==> config.mk <==
export PLATFORM = sky130hd
export DESIGN_NAME = floor_group_input_follower
export DESIGN_NICKNAME = d
export VERILOG_FILES = /design/src/hdl/fgf_pkg.sv /design/src/hdl/pin_sync_if.sv /design/src/hdl/pin_sync.sv /design/src/hdl/floor_group_input_follower.sv
export SDC_FILE = /design/constraint.sdc
export NUM_CORES = 1
export LEC_CHECK = 0
export ABC_AREA = 1
export BUFFER_PORTS_ARGS = -buffer_cell sky130_fd_sc_hd__buf_2
export CAP_MARGIN = 40
export CORE_UTILIZATION = 59
export CTS_BUF_LIST = sky130_fd_sc_hd__clkbuf_8
export DETAILED_ROUTE_END_ITERATION = 8
export PLACE_DENSITY = 0.82
export REMOVE_ABC_BUFFERS = 1
export SLEW_MARGIN = 10
export SYNTH_ARGS = -nofsm -noshare
export SYNTH_HDL_FRONTEND = slang
export SYNTH_SLANG_ARGS = --single-unit
==> constraint.sdc <==
create_clock -name CLK -period 2.45 [get_ports CLK]
set_clock_uncertainty 0.2 [all_clocks]
set_input_delay 0.245 -clock CLK [delete_from_list [all_inputs] [get_ports CLK]]
set_output_delay 0.245 -clock CLK [all_outputs]
set_load 0.05 [all_outputs]
==> src/hdl/fgf_pkg.sv <==
package fgf_pkg;

  // Register byte offsets
  localparam logic [4:0] OFS_CTRL   = 5'h00;
  localparam logic [4:0] OFS_CFG    = 5'h04;
  localparam logic [4:0] OFS_TOKEN  = 5'h08;
  localparam logic [4:0] OFS_STATUS = 5'h0c;

  // Control register bit positions (write-one pulses)
  localparam int CTRL_START_BIT = 0;
  localparam int CTRL_STOP_BIT  = 1;

  // Configuration field positions
  localparam int CFG_ACT_LSB  = 0;
  localparam int CFG_MODE_LSB = 3;
  localparam int CFG_ONCE_BIT = 5;
  localparam int CFG_MASK_LSB = 8;

  // Status bit positions
  localparam int STA_RUN_BIT   = 0;
  localparam int STA_ERR_BIT   = 1;
  localparam int STA_UNLK_BIT  = 2;
  localparam int STA_FIRE_BIT  = 3;
  localparam int STA_DONE_BIT  = 4;

  // Reset values
  localparam logic [31:0] CFG_RST      = 32'h0000_0000;
  localparam logic [7:0]  TOKEN_RST    = 8'h0a;  // Ten seconds

  // Timing
  localparam int CLK_PERIOD_NS = 25;
  localparam int SEC_TIME_NS   = 1_000_000_000;
  localparam int SEC_CYCLES    = SEC_TIME_NS / CLK_PERIOD_NS;
  localparam logic [4:0] RETEST_SEC = 5'd30;

  // AXI responses
  localparam logic [1:0] RESP_OKAY   = 2'b00;
  localparam logic [1:0] RESP_SLVERR = 2'b10;

  typedef enum logic [3:0] {
    ST_HALT = 4'b0001,
    ST_RUN  = 4'b0010,
    ST_DONE = 4'b0100,
    ST_ERR  = 4'b1000
  } state_e;

  typedef enum logic [2:0] {
    ACT_NONE        = 3'h0,
    ACT_FOLLOW      = 3'h1,
    ACT_NOT_FOLLOW  = 3'h2,
    ACT_RISE_UNLOCK = 3'h3,
    ACT_RISE_LOCK   = 3'h4,
    ACT_FALL_UNLOCK = 3'h5,
    ACT_FALL_LOCK   = 3'h6
  } action_e;

  typedef enum logic [1:0] {
    UM_TIMED   = 2'h0,
    UM_LATCHED = 2'h1,
    UM_FIRE    = 2'h2
  } umode_e;

endpackage

==> src/hdl/pin_sync_if.sv <==
`timescale 1ns/10ps
`default_nettype none
interface pin_sync_if #(parameter int W = 1);
  logic [W-1:0] raw;
  logic [W-1:0] level;
  modport sync (input raw, output level);
  modport user (output raw, input level);
endinterface
`default_nettype wire

==> src/hdl/pin_sync.sv <==
`timescale 1ns/10ps
`default_nettype none
module pin_sync
  import fgf_pkg::*;
#(
  parameter int W = 1
) (
  input wire logic  clk,
  input wire logic  rst_n,
  pin_sync_if.sync  sif
);

  typedef struct packed {
    logic [W-1:0] s1;
    logic [W-1:0] s2;
    logic [W-1:0] s3;
    logic [W-1:0] lvl;
  } sync_s;

  sync_s q;
  sync_s d;

  // Three stages; a bit only moves once stages two and three agree
  always_comb begin
    d = q;
    d.s1 = sif.raw;
    d.s2 = q.s1;
    d.s3 = q.s2;
    for (int i = 0; i < W; i++) begin
      if (q.s2[i] == q.s3[i]) begin
        d.lvl[i] = q.s3[i];
      end
    end
  end

  always_ff @(posedge clk) begin
    if (!rst_n) begin
      q <= '0;
    end else begin
      q <= d;
    end
  end

  assign sif.level = q.lvl;

endmodule
`default_nettype wire

==> src/hdl/floor_group_input_follower.sv <==
// Behaviour
// Software halts the function before changing its type or settings.
// Normal mode resumes running after a system restart if it was running.
// Run-once mode acts once, then idles until stopped and started again.
// Software must select an action; with none the function does nothing.
// Follow: input on unlocks, off locks, input re-sampled every 30 seconds.
// Test actions restore own state 30 seconds after an external change.
// The restore delay applies only to changes the function did not cause.
// Inverted follow: input on locks, off unlocks, same retest and restore.
// Rising-edge unlock acts only on off-to-on; later changes are left alone.
// Rising-edge lock acts only on off-to-on; later changes are left alone.
// Falling-edge unlock acts only on on-to-off; later changes left alone.
// Falling-edge inverted acts on on-to-off and drives the locked state.
// Invalid primary input at start raises an error and suspends the function.
// The floor group is driven identically on every elevator in the group.
// An unlock lasts a programmable token time in seconds, default ten.
// Timed mode unlocks for the token time, then locks automatically.
// Latched mode keeps floors unlocked until another source commands otherwise.
// Fire mode latches fire unlock; only a fire-cancel source releases it. The code also clears it on SYS_RESTART.
// Primary input is synchronised; edges come from current versus previous sample.
`timescale 1ns/10ps
`default_nettype none
module floor_group_input_follower
  import fgf_pkg::*;
#(
  parameter int N_ELEV     = 8,
  parameter int SEC_CYC    = SEC_CYCLES,
  parameter int ADDR_W     = 5
) (
  // Clock and reset
  input  wire logic              CLK,
  input  wire logic              RST_N,
  // System restart that keeps the configuration
  input  wire logic              SYS_RESTART,
  // AXI4-Lite write address and data
  input  wire logic [ADDR_W-1:0] AWADDR,
  input  wire logic              AWVALID,
  output logic                   AWREADY,
  input  wire logic [31:0]       WDATA,
  input  wire logic [3:0]        WSTRB,
  input  wire logic              WVALID,
  output logic                   WREADY,
  // AXI4-Lite write response
  output logic [1:0]             BRESP,
  output logic                   BVALID,
  input  wire logic              BREADY,
  // AXI4-Lite read
  input  wire logic [ADDR_W-1:0] ARADDR,
  input  wire logic              ARVALID,
  output logic                   ARREADY,
  output logic [31:0]            RDATA,
  output logic [1:0]             RRESP,
  output logic                   RVALID,
  input  wire logic              RREADY,
  // Asynchronous pins from the rest of the system
  input  wire logic              PRI_IN,
  input  wire logic              PRI_VALID,
  input  wire logic              OVR_STROBE,
  input  wire logic              OVR_UNLOCK,
  input  wire logic              FIRE_CANCEL,
  // Floor group drive and state
  output logic [N_ELEV-1:0]      ELEV_UNLOCK,
  output logic                   FIRE_ACTIVE,
  output logic                   FUNC_RUNNING,
  output logic                   FUNC_ERROR
);

  localparam int SEC_W = $clog2(SEC_CYC + 1);
  localparam logic [SEC_W-1:0] SEC_LAST = SEC_W'(SEC_CYC - 1);
  localparam logic [31:0] CFG_WMASK =
    32'h0000_003f | (((32'h1 << N_ELEV) - 32'h1) << CFG_MASK_LSB);

  typedef struct packed {
    state_e              st;
    logic                awready;
    logic                wready;
    logic                aw_have;
    logic                w_have;
    logic [ADDR_W-1:0]   awaddr;
    logic [31:0]         wdata;
    logic [3:0]          wstrb;
    logic                bvalid;
    logic [1:0]          bresp;
    logic                arready;
    logic                rvalid;
    logic [1:0]          rresp;
    logic [31:0]         rdata;
    logic [31:0]         cfg;
    logic [7:0]          token;
    logic                err;
    logic [SEC_W-1:0]    sec_cnt;
    logic [4:0]          retest_cnt;
    logic [4:0]          hold_cnt;
    logic [7:0]          token_cnt;
    logic                token_run;
    logic                first;
    logic                pri_prev;
    logic                ovr_prev;
    logic                fcan_prev;
    logic                unlock;
    logic                fire;
    logic [N_ELEV-1:0]   out;
  } state_s;

  state_s q;
  state_s d;

  pin_sync_if #(.W(5)) psif ();

  logic              pri;
  logic              pri_ok;
  logic              ovr_lvl;
  logic              ovr_val;
  logic              fcan_lvl;
  logic              sec_tick;
  logic              rise;
  logic              fall;
  logic              ovr_evt;
  logic              fcan_evt;
  logic              wr_go;
  logic              start_req;
  logic              stop_req;
  logic              want;
  logic              act_unlock;
  logic              act_lock;
  logic              test_act;
  logic [31:0]       wmerge;
  logic [31:0]       status;
  action_e           action;
  umode_e            umode;

  // Every pin crosses four flops before the logic sees it
  // primary input sync
  assign psif.raw = {FIRE_CANCEL, OVR_UNLOCK, OVR_STROBE, PRI_VALID, PRI_IN};

  pin_sync #(.W(5)) u_sync (
    .clk   (CLK),
    .rst_n (RST_N),
    .sif   (psif)
  );

  assign pri      = psif.level[0];
  assign pri_ok   = psif.level[1];
  assign ovr_lvl  = psif.level[2];
  assign ovr_val  = psif.level[3];
  assign fcan_lvl = psif.level[4];

  assign action = action_e'(q.cfg[CFG_ACT_LSB +: 3]);
  assign umode  = umode_e'(q.cfg[CFG_MODE_LSB +: 2]);

  // Read-back view of the function state
  always_comb begin
    status = 32'h0;
    status[STA_RUN_BIT]  = (q.st == ST_RUN);
    status[STA_ERR_BIT]  = q.err;
    status[STA_UNLK_BIT] = q.unlock;
    status[STA_FIRE_BIT] = q.fire;
    status[STA_DONE_BIT] = (q.st == ST_DONE);
  end

  // Byte-lane merge of write data into the configuration word
  always_comb begin
    wmerge = q.cfg;
    for (int i = 0; i < 4; i++) begin
      if (q.wstrb[i]) begin
        wmerge[i*8 +: 8] = q.wdata[i*8 +: 8];
      end
    end
  end

  // Event decode; edges compare this sample with the previous one
  // edge detection
  always_comb begin
    sec_tick  = (q.sec_cnt == SEC_LAST);
    rise      = pri && !q.pri_prev;
    fall      = !pri && q.pri_prev;
    ovr_evt   = ovr_lvl && !q.ovr_prev;
    fcan_evt  = fcan_lvl && !q.fcan_prev;
    wr_go     = q.aw_have && q.w_have && !q.bvalid;
    start_req = wr_go && (q.awaddr == OFS_CTRL) && q.wstrb[0] && q.wdata[CTRL_START_BIT];
    stop_req  = wr_go && (q.awaddr == OFS_CTRL) && q.wstrb[0] && q.wdata[CTRL_STOP_BIT];
    test_act  = (action == ACT_FOLLOW) || (action == ACT_NOT_FOLLOW);
  end

  // Action selection while running
  always_comb begin
    want       = 1'b0;
    act_unlock = 1'b0;
    act_lock   = 1'b0;
    if (q.st == ST_RUN) begin
      case (action)
        // follow input
        // inverted follow
        ACT_FOLLOW, ACT_NOT_FOLLOW: begin
          want = pri ^ (action == ACT_NOT_FOLLOW);
          // restore after hold expiry
          if (q.first || rise || fall ||
              (sec_tick && q.hold_cnt == 5'd1) ||
              (sec_tick && q.hold_cnt == 5'd0 && q.retest_cnt == 5'd1)) begin
            act_unlock = want;
            act_lock   = !want;
          end
        end
        // rising edge unlock
        ACT_RISE_UNLOCK: begin
          act_unlock = rise;
        end
        // rising edge lock
        ACT_RISE_LOCK: begin
          act_lock = rise;
        end
        // falling edge unlock
        ACT_FALL_UNLOCK: begin
          act_unlock = fall;
        end
        // falling edge lock
        ACT_FALL_LOCK: begin
          act_lock = fall;
        end
        // no action selected
        default: begin
          act_unlock = 1'b0;
        end
      endcase
    end
  end

  // Next-state logic for bus, counters and floor group
  always_comb begin
    d = q;
    d.pri_prev  = pri;
    d.ovr_prev  = ovr_lvl;
    d.fcan_prev = fcan_lvl;
    d.first     = 1'b0;
    d.sec_cnt   = sec_tick ? '0 : q.sec_cnt + SEC_W'(1);

    // Address and data are taken independently, in either order
    if (AWVALID && q.awready) begin
      d.awaddr  = AWADDR;
      d.aw_have = 1'b1;
      d.awready = 1'b0;
    end
    if (WVALID && q.wready) begin
      d.wdata  = WDATA;
      d.wstrb  = WSTRB;
      d.w_have = 1'b1;
      d.wready = 1'b0;
    end
    if (wr_go) begin
      d.aw_have = 1'b0;
      d.w_have  = 1'b0;
      d.bvalid  = 1'b1;
      d.bresp   = RESP_OKAY;
      case (q.awaddr)
        OFS_CTRL: begin
          d.bresp = RESP_OKAY;
        end
        // Settings are frozen unless the function is halted or in error
        OFS_CFG: begin
          if (q.st == ST_HALT || q.st == ST_ERR) begin
            d.cfg = wmerge & CFG_WMASK;
          end
        end
        OFS_TOKEN: begin
          if ((q.st == ST_HALT || q.st == ST_ERR) && q.wstrb[0]) begin
            d.token = q.wdata[7:0];
          end
        end
        OFS_STATUS: begin
          d.bresp = RESP_OKAY;
        end
        default: begin
          d.bresp = RESP_SLVERR;
        end
      endcase
    end
    if (q.bvalid && BREADY) begin
      d.bvalid  = 1'b0;
      d.awready = 1'b1;
      d.wready  = 1'b1;
    end

    // Read channel answers one cycle after the address is taken
    if (ARVALID && q.arready) begin
      d.arready = 1'b0;
      d.rvalid  = 1'b1;
      d.rresp   = RESP_OKAY;
      case (ARADDR)
        OFS_CTRL:   d.rdata = 32'h0;
        OFS_CFG:    d.rdata = q.cfg;
        OFS_TOKEN:  d.rdata = {24'h0, q.token};
        OFS_STATUS: d.rdata = status;
        default: begin
          d.rdata = 32'h0;
          d.rresp = RESP_SLVERR;
        end
      endcase
    end
    if (q.rvalid && RREADY) begin
      d.rvalid  = 1'b0;
      d.arready = 1'b1;
    end

    // Retest and hold counters, in seconds
    if (sec_tick && q.hold_cnt != 5'd0) begin
      d.hold_cnt = q.hold_cnt - 5'd1;
    end
    if (sec_tick && q.st == ST_RUN) begin
      d.retest_cnt = (q.retest_cnt <= 5'd1) ? RETEST_SEC : q.retest_cnt - 5'd1;
    end

    // lock at token expiry
    if (q.token_run && sec_tick) begin
      if (q.token_cnt <= 8'd1) begin
        d.token_run = 1'b0;
        d.unlock    = 1'b0;
      end else begin
        d.token_cnt = q.token_cnt - 8'd1;
      end
    end

    // Another source changes the group; fire unlock cannot be overridden
    // latch released externally
    if (ovr_evt && !q.fire) begin
      d.unlock    = ovr_val;
      d.token_run = 1'b0;
      // only foreign changes held
      if (test_act && q.st == ST_RUN && ovr_val != q.unlock) begin
        d.hold_cnt = RETEST_SEC + 5'd1;
      end
    end

    // fire released by cancel
    if (fcan_evt) begin
      d.fire = 1'b0;
    end

    // Own action wins over a simultaneous foreign change
    if (act_unlock) begin
      d.unlock    = 1'b1;
      d.token_run = 1'b0;
      d.hold_cnt  = 5'd0;
      d.retest_cnt = RETEST_SEC;
      case (umode)
        // token time load
        UM_TIMED: begin
          d.token_run = 1'b1;
          d.token_cnt = q.token;
        end
        // fire unlock latch
        UM_FIRE: begin
          d.fire = 1'b1;
        end
        default: begin
          d.token_run = 1'b0;
        end
      endcase
    end
    if (act_lock) begin
      d.unlock     = 1'b0;
      d.token_run  = 1'b0;
      d.hold_cnt   = 5'd0;
      d.retest_cnt = RETEST_SEC;
    end

    // single run then idle
    if ((act_unlock || act_lock) && q.cfg[CFG_ONCE_BIT]) begin
      d.st = ST_DONE;
    end

    // Function control
    case (q.st)
      ST_HALT, ST_ERR: begin
        if (start_req) begin
          // invalid input suspends
          if (!pri_ok) begin
            d.st  = ST_ERR;
            d.err = 1'b1;
          end else begin
            d.st         = ST_RUN;
            d.err        = 1'b0;
            d.first      = 1'b1;
            d.retest_cnt = RETEST_SEC;
          end
        end
      end
      ST_RUN, ST_DONE: begin
        if (stop_req) begin
          d.st        = ST_HALT;
          d.token_run = 1'b0;
          d.hold_cnt  = 5'd0;
        end
      end
      default: begin
        d.st = ST_HALT;
      end
    endcase

    // resume after restart
    if (SYS_RESTART) begin
      d.st        = (q.st == ST_RUN && !q.cfg[CFG_ONCE_BIT]) ? ST_RUN : ST_HALT;
      d.first     = (q.st == ST_RUN && !q.cfg[CFG_ONCE_BIT]);
      d.unlock    = 1'b0;
      d.fire      = 1'b0;
      d.token_run = 1'b0;
      d.hold_cnt  = 5'd0;
      d.retest_cnt = RETEST_SEC;
    end

    // same drive on every member elevator
    d.out = (d.unlock || d.fire) ? d.cfg[CFG_MASK_LSB +: N_ELEV] : '0;
  end

  // Single register bank for the whole block apart from the pin synchroniser flops in u_sync
  always_ff @(posedge CLK) begin
    if (!RST_N) begin
      q            <= '0;
      q.st         <= ST_HALT;
      q.awready    <= 1'b1;
      q.wready     <= 1'b1;
      q.arready    <= 1'b1;
      q.cfg        <= CFG_RST;
      q.token      <= TOKEN_RST;
      q.retest_cnt <= RETEST_SEC;
    end else begin
      q <= d;
    end
  end

  // Outputs come straight from the register bank; FUNC_RUNNING is decoded from q.st
  assign AWREADY      = q.awready;
  assign WREADY       = q.wready;
  assign BVALID       = q.bvalid;
  assign BRESP        = q.bresp;
  assign ARREADY      = q.arready;
  assign RVALID       = q.rvalid;
  assign RRESP        = q.rresp;
  assign RDATA        = q.rdata;
  assign ELEV_UNLOCK  = q.out;
  assign FIRE_ACTIVE  = q.fire;
  assign FUNC_RUNNING = (q.st == ST_RUN);
  assign FUNC_ERROR   = q.err;

endmodule
`default_nettype wire

==> results.sh <==
export IMPL_cp_start_kind="flip-flop"
export IMPL_dr_pass1_iters=5
export IMPL_setup_viol_count_final=0
export IMPL_r2r_start="BVALID$_SDFFE_PP0P_"
export IMPL_worst_setup_path_type="flip-flop to primary output"
export IMPL_crit_path_end="FUNC_RUNNING"
export IMPL_nets=1083
export IMPL_netlist_instances=921
export IMPL_async_flop_share_pct=0
export IMPL_yosysSeqAreaShare_pct=44.5
export IMPL_rsz0062_at_grt="no"
export IMPL_portBuffers=74
export IMPL_syn_area_per_cell_um2=7.53
export IMPL_min_period_over_period_pct=92.7
export IMPL_status="finished, final reports clean"
export IMPL_hold_path_class="primary input to flip-flop"
export IMPL_grt_overflow=0
export IMPL_reg2reg_depth=6
export IMPL_fp_dieW_um=110
export IMPL_fp_dieH_um=110
export IMPL_grt_usage_pct=27.5
export IMPL_worst_path_buf_inv=2
export IMPL_synthFlopType="dfxtp_1"
export IMPL_fmax_mhz=440
export IMPL_fin_setup_tns_ns=0
export IMPL_core_um2=11400
export IMPL_ant_nets=0
export IMPL_path_depth=4
export IMPL_vias=6195
export IMPL_power_total_w=0.00506
export IMPL_clk_latency_ns=0.47
export IMPL_routed_wl_mm=16.3
export IMPL_crit_path_start="q[184]$_SDFF_PN1_"
export IMPL_dp_hpwl_mm=10.1
export IMPL_max_cap_violations=0
export IMPL_cts_buffers_inserted=17
export IMPL_grt_max_degree=61
export IMPL_synth_ff_latch_count=154
export IMPL_dieArea_um2=12200
export IMPL_crit_fanout=7
export IMPL_diodes=0
export IMPL_tightestPinTransition_ns=0.551
export IMPL_slew_viol_final=0
export IMPL_dpl_cell_count=1102
export IMPL_multi_input_area_um2=3080
export IMPL_worstPathCellList="or2_4, nor3_4, buf_4, buf_2"
export IMPL_synth_cell_types=52
export IMPL_p_per_area_nw_per_um2=630
export IMPL_clock_path_buffers=2
export IMPL_htree_levels=4
export IMPL_drive_gt1_share_pct=15.1
export IMPL_start_util_pct=60.7
export IMPL_via_per_inst=5.29
export IMPL_slowest_delay_ns=0.33
export IMPL_layout_area_overhead_vs_synth_pct=15.8
export IMPL_final_cells=1172
export IMPL_synth_edf_count=0
export IMPL_maxSlewHeadroom_pct=63.0
export IMPL_antenna_found_initial=0
export IMPL_cts_clk_slew_worst_paths_ns=0.10
export IMPL_first_global_vias=5972
export IMPL_drc_errors=0
export IMPL_rr_endpoint="q[80]$_SDFF_PN0_"
export IMPL_total_leakage_power_nw=3.63
export IMPL_crit_required_ns=2.01
export IMPL_cts_root_buffer="clkbuf_8"
export IMPL_whs_ns=0.0616
export IMPL_period_needed_ns=2.27
export IMPL_grt_pass1_wl_mm=26.9
export IMPL_reg2reg_slack_ns=0.22
export IMPL_nFillCells=902
export IMPL_cts_setup_buffers=0
export IMPL_hold_violations=0
export IMPL_ff_latch_area_um2=3080
export IMPL_crit_arrival_ns=1.83
export IMPL_drt_first_iter_violations=508
export IMPL_place_congestion=0.860
export IMPL_std_cell_rows=39
export IMPL_syn_area_um2=6930
export IMPL_cp_top_family="buffers and inverters"
export IMPL_postLayoutCoreUtil_pct=70.3
export IMPL_routedWlPerCell_um=13.9
export IMPL_cts_sinks=154
export IMPL_cpMaxStageDelayCell="dfxtp_1"
export IMPL_crit_path_end_kind="primary output"
export IMPL_yosysWarningCount=0
export IMPL_peakVddDrop_mv=0.681
export IMPL_num_io_pins=111
export IMPL_cts_tree="built"
[layout by cell type, fill, tap and decap left out, types with 6 or more instances in the layout]
| cell type | count |
|---|---|
| inv_8 | 7 |
| mux2i_1 | 8 |
| a21oi_1 | 72 |
| nand4_1 | 15 |
| dlygate4sd3_1 | 38 |
| nand3_1 | 38 |
| o21ai_0 | 68 |
| inv_1 | 108 |
| buf_2 | 74 |
| ha_1 | 8 |
| buf_4 | 12 |
| clkbuf_8 | 17 |
| nor3_1 | 23 |
| nor2_1 | 119 |
| xor2_1 | 15 |
| conb_1 | 18 |
| nand2_1 | 147 |
| dfxtp_1 | 154 |
| nor3b_1 | 6 |
| o211ai_1 | 6 |
[synthesized netlist by cell type (4+ instances only)]
master    count  area share, %
ha_1          8            1.4
mux2i_1       8            1.2
o21ai_0      69            5.0
nor2_1      120            6.5
nand2_2       6           0.54
nor3_1       24            1.7
o21ai_1       4           0.29
nor2_2        4           0.36
nand2_1     147            8.0
dfxtp_1     154             44
o21bai_1      4           0.43
xnor2_1       4           0.51
nor3b_1       6           0.65
a21oi_1      73            5.3
nand3_1      38            2.7
clkbuf_1     16           0.87
xor2_1       15            1.9
nand4_1      15            1.4
inv_1       109            5.9
buf_4        44            4.8
o211ai_1      6           0.65
[metrics by stage]
| stage | setup slack, ns | cell area (um2) |
|---|---|---|
| after floorplan | 0.251 | 6580 |
| after global placement | 0.234 | 7220 |
| final | 0.179 | 8030 |
| after global routing | 0.0129 | 8030 |
| after detailed placement | 0.183 | 7220 |
| after CTS | 0.127 | 8010 |
[worst min path at each step]
stage,from,end,slack [ns],cells after the start
after floorplan,RST_N,u_sync.d[10]$_SDFF_PN0_,0.14,2
after global placement,u_sync.d[13]$_SDFF_PN0_,u_sync.d[8]$_SDFF_PN0_,0.20,2
after detailed placement,u_sync.d[13]$_SDFF_PN0_,u_sync.d[8]$_SDFF_PN0_,0.20,2
after CTS,ARADDR[3],RDATA[5]$_SDFFE_PN0P_,0.03,5
after global routing,ARADDR[3],RDATA[3]$_SDFFE_PN0P_,0.05,5
final,ARADDR[3],RDATA[5]$_SDFFE_PN0P_,0.06,5
[logic make-up (layout without fill, tap and decap cells)]
| group | Yosys count | count (layout) | synth area share [%] |
|---|---|---|---|
| fa+ha+maj | 8 | 8 | 1.44 |
| other cells | 1 | 18 | 0.0541 |
| mux | 8 | 8 | 1.15 |
| xor+xnor | 19 | 19 | 2.40 |
| flops | 154 | 154 | 44.5 |
| simple gates | 382 | 382 | 25.1 |
| buf+inv | 180 | 271 | 12.3 |
| compound gates | 169 | 169 | 13.0 |
[power by group]
part | switching (W) | internal, W
combinational | 0.000320 | 0.000141
clock | 0.00110 | 0.000868
sequential | 0.0000476 | 0.00257
total | 0.00147 | 0.00358
[per-layer routing]
layer  share of wire (%)  global-route usage (%)
met2                  50                    46.9
met1                  41                    31.5
met3                 5.4                    6.75
met5                   0                       0
met4                 3.5                    14.8
[worst register-to-register path, stage by stage (launching register included)]
cell	delay, ns
dfxtp_1	0.35
inv_1	0.11
nand3_1	0.20
nor4_4	0.39
nand4_2	0.44
mux2i_1	0.37
nor2_1	0.07
[area by class of cell]
cell class	instances	area share, %
tap	143	2.23
timing repair buffer	124	10.5
sequential	154	38.4
clock buffer	17	2.92
inverter	115	5.42
clock inverter	15	2.17
multi-input combinational	604	38.4
[sequential cells by signal (all words and copies together) (netlist names)]
name              count
q                    98
RDATA                16
u_sync.d             10
ELEV_UNLOCK           8
u_sync.q              5
u_sync.sif.level      5
action                3
ARREADY               1
AWREADY               1
BRESP                 1
BVALID                1
FIRE_ACTIVE           1
FUNC_ERROR            1
RRESP                 1
RVALID                1
WREADY                1
[timing repair]
item | in CTS | in global routing
hold endpoints to repair | 45 | 0
setup endpoints to repair | 0 | 13
resized for setup | 0 | 7
hold buffers | 38 | 0
(Power assumes the default switching activity.)
